### config.mk
export PLATFORM = sky130hd
export DESIGN_NAME = sas_sequencer
export DESIGN_NICKNAME = d
export VERILOG_FILES = /design/src/sas_pkg.sv /design/src/sas_sequencer.sv
export VERILOG_INCLUDE_DIRS = /design/src
export SDC_FILE = /design/constraint.sdc
export NUM_CORES = 1
export LEC_CHECK = 0
export BUFFER_PORTS_ARGS = -buffer_cell sky130_fd_sc_hd__buf_2
export CORE_MARGIN = 2
export CORE_UTILIZATION = 54
export CTS_CLUSTER_SIZE = 16
export DETAILED_ROUTE_END_ITERATION = 8
export GPL_ROUTABILITY_DRIVEN = 1
export HOLD_SLACK_MARGIN = 0.02
export MAX_ROUTING_LAYER = met4
export PLACE_DENSITY = 0.75
export SYNTH_ARGS = -nofsm -noshare
export SYNTH_HDL_FRONTEND = slang
export SYNTH_SLANG_ARGS = --single-unit
### constraint.sdc
create_clock -name clk_i -period 4.3 [get_ports clk_i]
set_clock_uncertainty 0.1 [all_clocks]
set_input_delay 0.86 -clock clk_i [delete_from_list [all_inputs] [get_ports clk_i]]
set_output_delay 0.86 -clock clk_i [all_outputs]
set_load 0.02 [all_outputs]
### src/sas_params.svh
// Offsets, reset values and cycle counts of the converter sequencer
`ifndef SAS_PARAMS_SVH
`define SAS_PARAMS_SVH
`define SAS_CLK_PERIOD_NS    40
`define SAS_RES_BITS         12
`define SAS_FIFO_DEPTH       32
`define SAS_SAMPLE_CYC       2
`define SAS_GAP_CYC          3
`define SAS_STROBE_CYC       1
`define SAS_OFF_CTRL         8'h00
`define SAS_OFF_STATUS       8'h04
`define SAS_OFF_RESULT       8'h08
`define SAS_OFF_COUNT        8'h0C
`define SAS_CTRL_HOLD_BIT    0
`define SAS_CTRL_RST         32'h00000000
`define SAS_ST_BUSY_BIT      0
`define SAS_ST_ENABLE_BIT    1
`define SAS_ST_MODE_LSB      2
`define SAS_ST_LEVEL_LSB     8
`define SAS_ST_SHIFT_BIT     16
`endif

### src/sas_pkg.sv
// Types shared by the converter sequencer
package sas_pkg;
  typedef enum logic [1:0] {
    SAS_MODE_SINGLE   = 2'b00,
    SAS_MODE_DISABLED = 2'b01,
    SAS_MODE_CONT_LSB = 2'b10,
    SAS_MODE_CONT_MSB = 2'b11
  } sas_mode_e;
  // Host-side pins, each taken straight from a package ball
  typedef struct packed {
    logic conversion_enable_n;
    logic channel_sel_1;
    logic channel_sel_0;
    logic mode_sel_1;
    logic mode_sel_0;
  } sas_pins_s;
  // AHB-Lite request from the one master
  typedef struct packed {
    logic        hsel;
    logic [31:0] haddr;
    logic [1:0]  htrans;
    logic        hwrite;
    logic [2:0]  hsize;
    logic [31:0] hwdata;
    logic        hready;
  } sas_ahb_req_s;
  // Analog front end controls
  typedef struct packed {
    logic        sample_hold;
    logic [1:0]  channel;
    logic [11:0] dac_code;
  } sas_afe_s;
endpackage

### src/sas_sequencer.sv
// Converter sequencer: SAR control, result FIFO, serial readout and AHB-Lite registers
// Summary of operation
// - Each 12-bit result leaves one bit at a time on the serial output, changing on clock rises.
// - Conversion starts when the enable pin goes low and stops whenever it returns high.
// - With enable high, serial output and sample strobe are both released (enables low).
// - The two channel-select pins pick analog input 0 to 3 as a binary number.
// - Mode pins: 00 single, only bit 1 high LSB-first continuous, 11 MSB-first continuous; 01 unused.
// - Each result is preceded by a one-cycle strobe; bits start three cycles after it falls.
// - In single mode the output is held low after the 12 bits and no more conversions run.
// - Single mode sends the most significant bit first.
// - Continuous modes convert back to back while enable stays low.
// - LSB-first continuous mode sends the least significant bit first.
// - In LSB-first continuous mode the first bit appears 23 cycles after enable falls.
// - MSB-first continuous mode sends the most significant bit first.
// - The channel selection is latched at the start of each sampling phase.
// - Each result is found by successive approximation, one bit a step from the top down.
`timescale 1ns/100ps
`include "sas_params.svh"

// Result buffer between the converter and the serial readout
module sas_fifo #(
  parameter int WIDTH = `SAS_RES_BITS,
  parameter int DEPTH = `SAS_FIFO_DEPTH
) (
  // Clock and reset
  input  wire logic                     clk_i,
  input  wire logic                     reset_i,
  input  wire logic                     flush_i,
  // Filling side
  input  wire logic                     in_valid_i,
  output logic                          in_ready_o,
  input  wire logic [WIDTH-1:0]         in_data_i,
  // Draining side
  output logic                          out_valid_o,
  input  wire logic                     out_ready_i,
  output logic [WIDTH-1:0]              out_data_o,
  // Fill level
  output logic [$clog2(DEPTH+1)-1:0]    level_o
);
  localparam int AW = $clog2(DEPTH);
  localparam int LW = $clog2(DEPTH+1);

  logic [WIDTH-1:0] mem_r [DEPTH];
  logic [AW-1:0]    wr_ptr_r;
  logic [AW-1:0]    rd_ptr_r;
  logic [LW-1:0]    level_r;
  logic             push;
  logic             pop;

  // Honest flags straight from the fill count
  assign in_ready_o  = (level_r != LW'(DEPTH));
  assign out_valid_o = (level_r != '0);
  assign out_data_o  = mem_r[rd_ptr_r];
  assign level_o     = level_r;
  assign push        = in_valid_i & in_ready_o;
  assign pop         = out_valid_o & out_ready_i;

  // Storage needs no reset; only the pointers define contents
  always_ff @(posedge clk_i) begin
    if (push) begin
      mem_r[wr_ptr_r] <= in_data_i;
    end
  end

  // Pointers wrap naturally since the depth is a power of two
  always_ff @(posedge clk_i or posedge reset_i) begin
    if (reset_i) begin
      wr_ptr_r <= '0;
      rd_ptr_r <= '0;
      level_r  <= '0;
    end else if (flush_i) begin
      wr_ptr_r <= '0;
      rd_ptr_r <= '0;
      level_r  <= '0;
    end else begin
      if (push) begin
        wr_ptr_r <= wr_ptr_r + AW'(1);
      end
      if (pop) begin
        rd_ptr_r <= rd_ptr_r + AW'(1);
      end
      if (push && !pop) begin
        level_r <= level_r + LW'(1);
      end else if (pop && !push) begin
        level_r <= level_r - LW'(1);
      end
    end
  end
endmodule // sas_fifo

// Top of the converter's digital side
module sas_sequencer (
  // Clock and reset
  input  wire logic               clk_i,
  input  wire logic               reset_i,
  // Host pins
  input  wire sas_pkg::sas_pins_s pins_i,
  output logic                    serial_result_o,
  output logic                    serial_result_oe_o,
  output logic                    sample_strobe_o,
  output logic                    sample_strobe_oe_o,
  // Analog front end
  input  wire logic               comparator_i,
  output sas_pkg::sas_afe_s       afe_o,
  // AHB-Lite slave
  input  wire sas_pkg::sas_ahb_req_s ahb_i,
  output logic [31:0]             hrdata_o,
  output logic                    hreadyout_o,
  output logic                    hresp_o
);
  import sas_pkg::*;

  typedef enum logic [2:0] {SAR_IDLE, SAR_SAMPLE, SAR_CONV, SAR_PUSH, SAR_DONE} sas_sar_e;
  typedef enum logic [1:0] {SER_IDLE, SER_STROBE, SER_GAP, SER_SHIFT} sas_ser_e;

  localparam int RB = `SAS_RES_BITS;
  localparam int LW = $clog2(`SAS_FIFO_DEPTH + 1);

  // Pick the outgoing bit for a given position and bit order
  function automatic logic sel_bit(input logic [RB-1:0] word, input logic [3:0] idx,
                                   input logic msb_first);
    logic [3:0] pos;
    pos = msb_first ? 4'(RB - 1 - int'(idx)) : idx;
    return word[pos];
  endfunction

  // Pin synchroniser, first stage is read by the second only
  logic [4:0]  pin_ff1_r;
  logic [4:0]  pin_ff2_r;
  sas_pins_s   pins_s;
  logic        en_act;
  sas_mode_e   pin_mode;

  always_ff @(posedge clk_i or posedge reset_i) begin
    if (reset_i) begin
      pin_ff1_r <= 5'h1F;
      pin_ff2_r <= 5'h1F;
    end else begin
      pin_ff1_r <= pins_i;
      pin_ff2_r <= pin_ff1_r;
    end
  end

  assign pins_s   = sas_pins_s'(pin_ff2_r);
  assign en_act   = ~pins_s.conversion_enable_n;
  assign pin_mode = sas_mode_e'({pins_s.mode_sel_1, pins_s.mode_sel_0});

  // Registers and converter state
  logic            hold_r;
  logic [RB-1:0]   last_result_r;
  logic [15:0]     conv_count_r;
  sas_sar_e        sar_state_r;
  sas_mode_e       mode_r;
  logic [3:0]      step_r;
  logic [RB-1:0]   trial_r;
  logic [1:0]      channel_r;
  logic [1:0]      sample_strobe_cnt_r;
  logic            fifo_in_ready;
  logic            fifo_out_valid;
  logic            fifo_out_ready;
  logic [RB-1:0]   fifo_out_data;
  logic [LW-1:0]   fifo_level;
  logic            fifo_push;
  logic            continuous;

  assign continuous = (mode_r == SAS_MODE_CONT_LSB) || (mode_r == SAS_MODE_CONT_MSB);
  assign fifo_push  = (sar_state_r == SAR_PUSH);

  // Converter sequence: sample, twelve compare steps, hand result to the buffer
  always_ff @(posedge clk_i or posedge reset_i) begin
    if (reset_i) begin
      sar_state_r <= SAR_IDLE;
      mode_r      <= SAS_MODE_SINGLE;
      sample_strobe_cnt_r  <= 2'h0;
      step_r      <= 4'h0;
      trial_r     <= 12'h000;
      channel_r   <= 2'h0;
    end else if (!en_act) begin
      sar_state_r <= SAR_IDLE;
    end else begin
      case (sar_state_r)
        SAR_IDLE: begin
          // The unused mode combination never starts a conversion
          if (pin_mode != SAS_MODE_DISABLED) begin
            mode_r      <= pin_mode;
            channel_r   <= {pins_s.channel_sel_1, pins_s.channel_sel_0};
            sample_strobe_cnt_r  <= 2'h0;
            sar_state_r <= SAR_SAMPLE;
          end
        end
        SAR_SAMPLE: begin
          if (sample_strobe_cnt_r == 2'(`SAS_SAMPLE_CYC - 1)) begin
            step_r      <= 4'(RB - 1);
            trial_r     <= 12'h800;
            sar_state_r <= SAR_CONV;
          end else begin
            sample_strobe_cnt_r <= sample_strobe_cnt_r + 2'h1;
          end
        end
        SAR_CONV: begin
          // Keep the trial bit only if the input is at or above the trial level
          if (!comparator_i) begin
            trial_r[step_r] <= 1'b0;
          end
          if (step_r == 4'h0) begin
            sar_state_r <= SAR_PUSH;
          end else begin
            trial_r[step_r - 4'h1] <= 1'b1;
            step_r <= step_r - 4'h1;
          end
        end
        SAR_PUSH: begin
          // A full buffer stalls the converter here instead of losing a result
          if (fifo_in_ready) begin
            if (continuous) begin
              channel_r   <= {pins_s.channel_sel_1, pins_s.channel_sel_0};
              sample_strobe_cnt_r  <= 2'h0;
              sar_state_r <= SAR_SAMPLE;
            end else begin
              sar_state_r <= SAR_DONE;
            end
          end
        end
        SAR_DONE: sar_state_r <= SAR_DONE;
        default:  sar_state_r <= SAR_IDLE;
      endcase
    end
  end

  // Result buffer, flushed whenever enable is released
  sas_fifo #(
    .WIDTH (RB),
    .DEPTH (`SAS_FIFO_DEPTH)
  ) u_fifo (
    .clk_i       (clk_i),
    .reset_i     (reset_i),
    .flush_i     (~en_act),
    .in_valid_i  (fifo_push),
    .in_ready_o  (fifo_in_ready),
    .in_data_i   (trial_r),
    .out_valid_o (fifo_out_valid),
    .out_ready_i (fifo_out_ready),
    .out_data_o  (fifo_out_data),
    .level_o     (fifo_level)
  );

  // Serial readout state
  sas_ser_e        ser_state_r;
  logic [RB-1:0]   shift_word_r;
  logic [3:0]      bit_idx_r;
  logic [1:0]      gap_cnt_r;
  logic            ser_r;
  logic            strobe_r;
  logic            oe_r;
  logic            msb_first;

  assign msb_first      = (mode_r != SAS_MODE_CONT_LSB);
  assign fifo_out_ready = (ser_state_r == SER_IDLE) && !hold_r && en_act;

  // Strobe, three quiet cycles, then twelve bits
  always_ff @(posedge clk_i or posedge reset_i) begin
    if (reset_i) begin
      ser_state_r  <= SER_IDLE;
      shift_word_r <= 12'h000;
      bit_idx_r    <= 4'h0;
      gap_cnt_r    <= 2'h0;
      ser_r        <= 1'b0;
      strobe_r     <= 1'b0;
    end else if (!en_act) begin
      ser_state_r <= SER_IDLE;
      ser_r       <= 1'b0;
      strobe_r    <= 1'b0;
    end else begin
      case (ser_state_r)
        SER_IDLE: begin
          if (fifo_out_valid && fifo_out_ready) begin
            shift_word_r <= fifo_out_data;
            strobe_r     <= 1'b1;
            ser_state_r  <= SER_STROBE;
          end
        end
        SER_STROBE: begin
          strobe_r    <= 1'b0;
          gap_cnt_r   <= 2'h0;
          ser_state_r <= SER_GAP;
        end
        SER_GAP: begin
          if (gap_cnt_r == 2'(`SAS_GAP_CYC - 1)) begin
            ser_r       <= sel_bit(shift_word_r, 4'h0, msb_first);
            bit_idx_r   <= 4'h1;
            ser_state_r <= SER_SHIFT;
          end else begin
            gap_cnt_r <= gap_cnt_r + 2'h1;
          end
        end
        SER_SHIFT: begin
          if (bit_idx_r == 4'(RB)) begin
            ser_r       <= 1'b0;
            ser_state_r <= SER_IDLE;
          end else begin
            ser_r     <= sel_bit(shift_word_r, bit_idx_r, msb_first);
            bit_idx_r <= bit_idx_r + 4'h1;
          end
        end
        default: ser_state_r <= SER_IDLE;
      endcase
    end
  end

  // Pin drivers are released one cycle after enable is seen high
  always_ff @(posedge clk_i or posedge reset_i) begin
    if (reset_i) begin
      oe_r <= 1'b0;
    end else begin
      oe_r <= en_act;
    end
  end

  assign serial_result_o    = ser_r;
  assign serial_result_oe_o = oe_r;
  assign sample_strobe_o    = strobe_r;
  assign sample_strobe_oe_o = oe_r;
  assign afe_o.sample_hold  = (sar_state_r == SAR_SAMPLE);
  assign afe_o.channel      = channel_r;
  assign afe_o.dac_code     = trial_r;

  // Result history for software, counted at the hand-off to the buffer
  always_ff @(posedge clk_i or posedge reset_i) begin
    if (reset_i) begin
      last_result_r <= 12'h000;
      conv_count_r  <= 16'h0000;
    end else if (fifo_push && fifo_in_ready) begin
      last_result_r <= trial_r;
      conv_count_r  <= conv_count_r + 16'h0001;
    end
  end

  // AHB-Lite: zero wait states, always OKAY
  logic        dphase_wr_r;
  logic [7:0]  dphase_addr_r;
  logic        addr_take;
  logic [31:0] status_word;
  logic [31:0] rd_word;
  logic [31:0] hrdata_r;

  assign addr_take   = ahb_i.hsel && ahb_i.htrans[1] && ahb_i.hready;
  assign hreadyout_o = 1'b1;
  assign hresp_o     = 1'b0;
  assign hrdata_o    = hrdata_r;

  // Status word gathers live state of both engines
  always_comb begin
    status_word = 32'h00000000;
    status_word[`SAS_ST_BUSY_BIT]   = (sar_state_r != SAR_IDLE) && (sar_state_r != SAR_DONE);
    status_word[`SAS_ST_ENABLE_BIT] = en_act;
    status_word[`SAS_ST_MODE_LSB +: 2] = mode_r;
    status_word[`SAS_ST_LEVEL_LSB +: LW] = fifo_level;
    status_word[`SAS_ST_SHIFT_BIT]  = (ser_state_r != SER_IDLE);
  end

  // Read decode; unmapped words read zero
  always_comb begin
    case (ahb_i.haddr[7:0])
      `SAS_OFF_CTRL:   rd_word = {31'h00000000, hold_r};
      `SAS_OFF_STATUS: rd_word = status_word;
      `SAS_OFF_RESULT: rd_word = {20'h00000, last_result_r};
      `SAS_OFF_COUNT:  rd_word = {16'h0000, conv_count_r};
      default:         rd_word = 32'h00000000;
    endcase
  end

  // Read data is captured in the address phase so it stands in the data phase
  always_ff @(posedge clk_i or posedge reset_i) begin
    if (reset_i) begin
      dphase_wr_r   <= 1'b0;
      dphase_addr_r <= 8'h00;
      hrdata_r      <= 32'h00000000;
    end else if (ahb_i.hready) begin
      dphase_wr_r   <= addr_take && ahb_i.hwrite;
      dphase_addr_r <= ahb_i.haddr[7:0];
      if (addr_take && !ahb_i.hwrite) begin
        hrdata_r <= rd_word;
      end
    end
  end

  // Control write in the data phase; hold stalls the readout, not the converter
  always_ff @(posedge clk_i or posedge reset_i) begin
    if (reset_i) begin
      hold_r <= 1'(`SAS_CTRL_RST);
    end else if (dphase_wr_r && (dphase_addr_r == `SAS_OFF_CTRL)) begin
      hold_r <= ahb_i.hwdata[`SAS_CTRL_HOLD_BIT];
    end
  end
endmodule // sas_sequencer

==> results.py <==
metrics = {
    "detailed_routing": {
        "first_pass_iters": 5,
        "vias": 11689,
        "route.detailed.drc": 0,
        "drt_iter0_drc": 1055,
        "post_drt_wl_per_cell_um": 23.7,
        "wl_mm": 45.6,
        "vias_per_cell": 6.08,
        "drtAntennaViolNets": 0,
    },
    "cells_and_area": {
        "area_delta_synth_final_pct": 13.0,
        "final_util_pct": 61.8,
        "nets": 1467,
        "final_cell_mix": "384 x edfxtp_1, 117 x dfrtp_1, 102 x mux4_2",
        "final_common_cell": "edfxtp_1",
        "multi_input_area_um2": 5850,
        "seq_area_um2": 14800,
        "drive_above_1_share_pct": 24.9,
        "antenna_cells": 0,
        "num-fill-cells": 2771,
    },
    "yosys": {
        "synth_area_leaders": "edfxtp_1 55%, dfrtp_1 14%, mux4_2 11%",
        "syn_avg_cell_area_um2": 16.6,
        "yosys_warnings": 0,
        "ys_seq_elements": 513,
        "synth_edf_count": 384,
        "synth_cells": 1267,
        "ys_dominant_reg_cell": "edfxtp_1",
        "synth_top_cell_area_share_pct": 54.7,
        "synth_area_um2": 21100,
        "yosys.cell_types.count": 61,
        "ys_seq_area_share_pct": 70.1,
        "ys_async_sr_fraction_pct": 25.1,
        "yosys.area.top_type": "edfxtp_1",
    },
    "sta": {
        "worst_pin_slew_ps": 1190,
        "whs_ps": 255,
        "slew_headroom_pct": 20.3,
        "grt_setup_unrepaired": "no",
        "finalWorstPathRequiredPeriod_ps": 3200,
        "finalSetupViolCount": 0,
        "hold_viol": 0,
        "finalSetupTns_ps": 0,
        "fmax_ghz": 0.312,
        "drv_slew": 0,
        "period_share_pct": 74.5,
    },
    "clock_network": {
        "cts_hold_buf": 0,
        "numCtsBuffers": 51,
        "post-cts-setup-buffer-count": 0,
        "clockBufferDepth": 3,
        "htree_levels": 2,
        "clock_sinks": 513,
        "clockRootBuffer": "clkbuf_16",
        "path_clk_slew_ps": 60,
        "cts_tree": "built",
        "clk_latency_ps": 600,
        "cts-resized-gates": 0,
    },
    "worst_setup_path": {
        "cp-start-kind": "flip-flop",
        "crit_fanout": 7,
        "rrSetupSlack_ps": 1100,
        "arrival_ps": 3570,
        "timing.rr.end": "u_fifo.level_o[5]$_DFFE_PP0P_",
        "path_class": "flip-flop to flip-flop",
        "worstPathRequired_ps": 4670,
        "reg2reg_depth": 9,
        "r2r_start": "u_fifo.level_o[0]$_DFFE_PP0P_",
        "end_kind": "flip-flop",
    },
    "floorplanning": {
        "die_height_um": 202,
        "dieArea_um2": 40600,
        "rows": 72,
        "fp.coreArea_um2": 38600,
        "dieWidth_um": 202,
        "ios": 133,
        "initial_core_util_pct": 54.7,
    },
    "hold_path": {
        "hold_start": "pin_ff1_r[2]$_DFF_PP1_",
        "min_path_cells": 0,
        "hold_path_class": "flip-flop to flip-flop",
        "hold_path_end": "pin_ff2_r[2]$_DFF_PP1_",
    },
    "power_and_ir_drop": {
        "power_density_nw_per_um2": 571,
        "ir_drop_uv": 459,
        "leakagePower_nw": 8.56,
    },
    "placed_design": {
        "port-buffer-count": 56,
        "finalWeightedCongestion": 0.875,
        "dpl.hpwl_mm": 28.2,
    },
    "grt": {
        "grt_first_pass_wirelength_mm": 70.1,
        "grt_overflow_total": 0,
        "antenna_found_initial": 1,
        "grt.total_usage_pct": 23.7,
        "grt_max_degree": 52,
        "grt_pass1_vias": 11894,
    },
    "run_status": {
        "status": "complete, no violations",
    },
    "run": {
        "drv_cap": 0,
    },
}
[cell usage after synthesis, types with 2 or more instances]
| cell type | number |
|---|---|
| edfxtp_1 | 384 |
| dfrtp_1 | 119 |
| mux4_2 | 102 |
| nand2_1 | 77 |
| nor2_1 | 77 |
| o21ai_0 | 65 |
| a22oi_1 | 55 |
| a21oi_1 | 51 |
| clkbuf_1 | 46 |
| mux2_2 | 30 |
| buf_4 | 24 |
| ha_1 | 23 |
| inv_1 | 23 |
| mux2i_1 | 21 |
| xnor2_1 | 17 |
| buf_2 | 14 |
| nor2b_1 | 11 |
| dfstp_2 | 10 |
| nand4_1 | 10 |
| xor2_1 | 10 |
| nand3_1 | 7 |
| nor3_1 | 7 |
| a31oi_1 | 6 |
| and3_1 | 5 |
| nand3b_1 | 5 |
| a211oi_1 | 4 |
| a21o_1 | 4 |
| buf_1 | 4 |
| o22ai_1 | 4 |
| o31ai_1 | 4 |
| a22o_1 | 3 |
| nor4_1 | 3 |
| or2_2 | 3 |
| or3_1 | 3 |
| or3b_2 | 3 |
| and3b_1 | 2 |
| and4_1 | 2 |
| conb_1 | 2 |
| nand2b_1 | 2 |
| nand4b_1 | 2 |
| nor3b_1 | 2 |
| o41ai_1 | 2 |
[flip-flops by register name, indices dropped and copies added, names as in the netlist, 3 cells and up]
name             cells
bit_idx_r            4
conv_count_r        16
dphase_addr_r        8
hrdata_o            17
last_result_r       12
pin_ff1_r            5
pin_ff2_r            5
sar_state_r          3
shift_word_r        12
step_r               4
trial_r             12
u_fifo.level_o       6
u_fifo.mem_r       384
u_fifo.rd_ptr_r      5
u_fifo.wr_ptr_r      5
[kinds of logic after synthesis]
group                      after synthesis  share of synthesized area [%]
buffers and inverters                  111                           2.49
other                                    2                         0.0356
muxes                                  154                           13.6
adders and majority gates               24                           1.46
xor gates and xnor gates                28                           1.20
and+or+nand+nor                        225                           4.98
AOI/OAI and AO/OA                      210                           6.19
DFF                                    513                           70.1
[how the worst max path moves through the flow]
stage,start,endpoint,slack [ps]
after global placement,u_fifo.level_o[0]$_DFFE_PP0P_,u_fifo.level_o[5]$_DFFE_PP0P_,1150
final,u_fifo.level_o[0]$_DFFE_PP0P_,u_fifo.level_o[5]$_DFFE_PP0P_,1100
after detailed placement,u_fifo.level_o[0]$_DFFE_PP0P_,u_fifo.level_o[5]$_DFFE_PP0P_,1110
after CTS,u_fifo.level_o[0]$_DFFE_PP0P_,u_fifo.level_o[5]$_DFFE_PP0P_,1100
after global routing,u_fifo.level_o[0]$_DFFE_PP0P_,u_fifo.level_o[5]$_DFFE_PP0P_,870
after floorplan,u_fifo.level_o[0]$_DFFE_PP0P_,u_fifo.level_o[5]$_DFFE_PP0P_,1250
[routing by layer]
metal / up-vias / GRT usage, % / part of all wire (%)
met5: - / - / 0
met4: 0 / 6.12 / 2.0
met1: 6049 / 31.6 / 40
met3: 65 / 4.05 / 7.4
li1: 5083 / - / -
met2: 492 / 38.5 / 51
[metrics by stage]
step	std cells	instance area [um2]	setup slack [ps]	power, mW
5_1_grt	1921	23800	867	14.2
4_1_cts	1921	23800	1100	13.7
3_5_place_dp	1828	22200	1110	9.33
3_3_place_gp	1828	22200	1150	9.22
6_report	1921	23800	1100	13.6
2_1_floorplan	1282	21100	1250	8.39
[worst max-delay path: stages, from the launching register on]
cell and delay [ps]:
dfrtp_1 460, or4_4 590, o31ai_4 230, nand2_1 230, ha_1 350, a211oi_1 260, o21bai_1 120, a21oi_1 180
mux2i_1 220, mux2_1 350
[final cells by class]
type / count / area share (%)
multi-input combinational: 658 / 24.6
clock buffer: 71 / 6.14
inverter: 23 / 0.378
clock inverter: 22 / 0.835
tap: 518 / 2.72
timing repair buffer: 116 / 3.33
sequential: 513 / 62.0
[report_power, final]
part / switching (mW) / internal (mW)
registers: 0.392 / 6.01
logic: 1.66 / 1.17
clock network: 1.82 / 2.56
(Power assumes the default switching activity.)
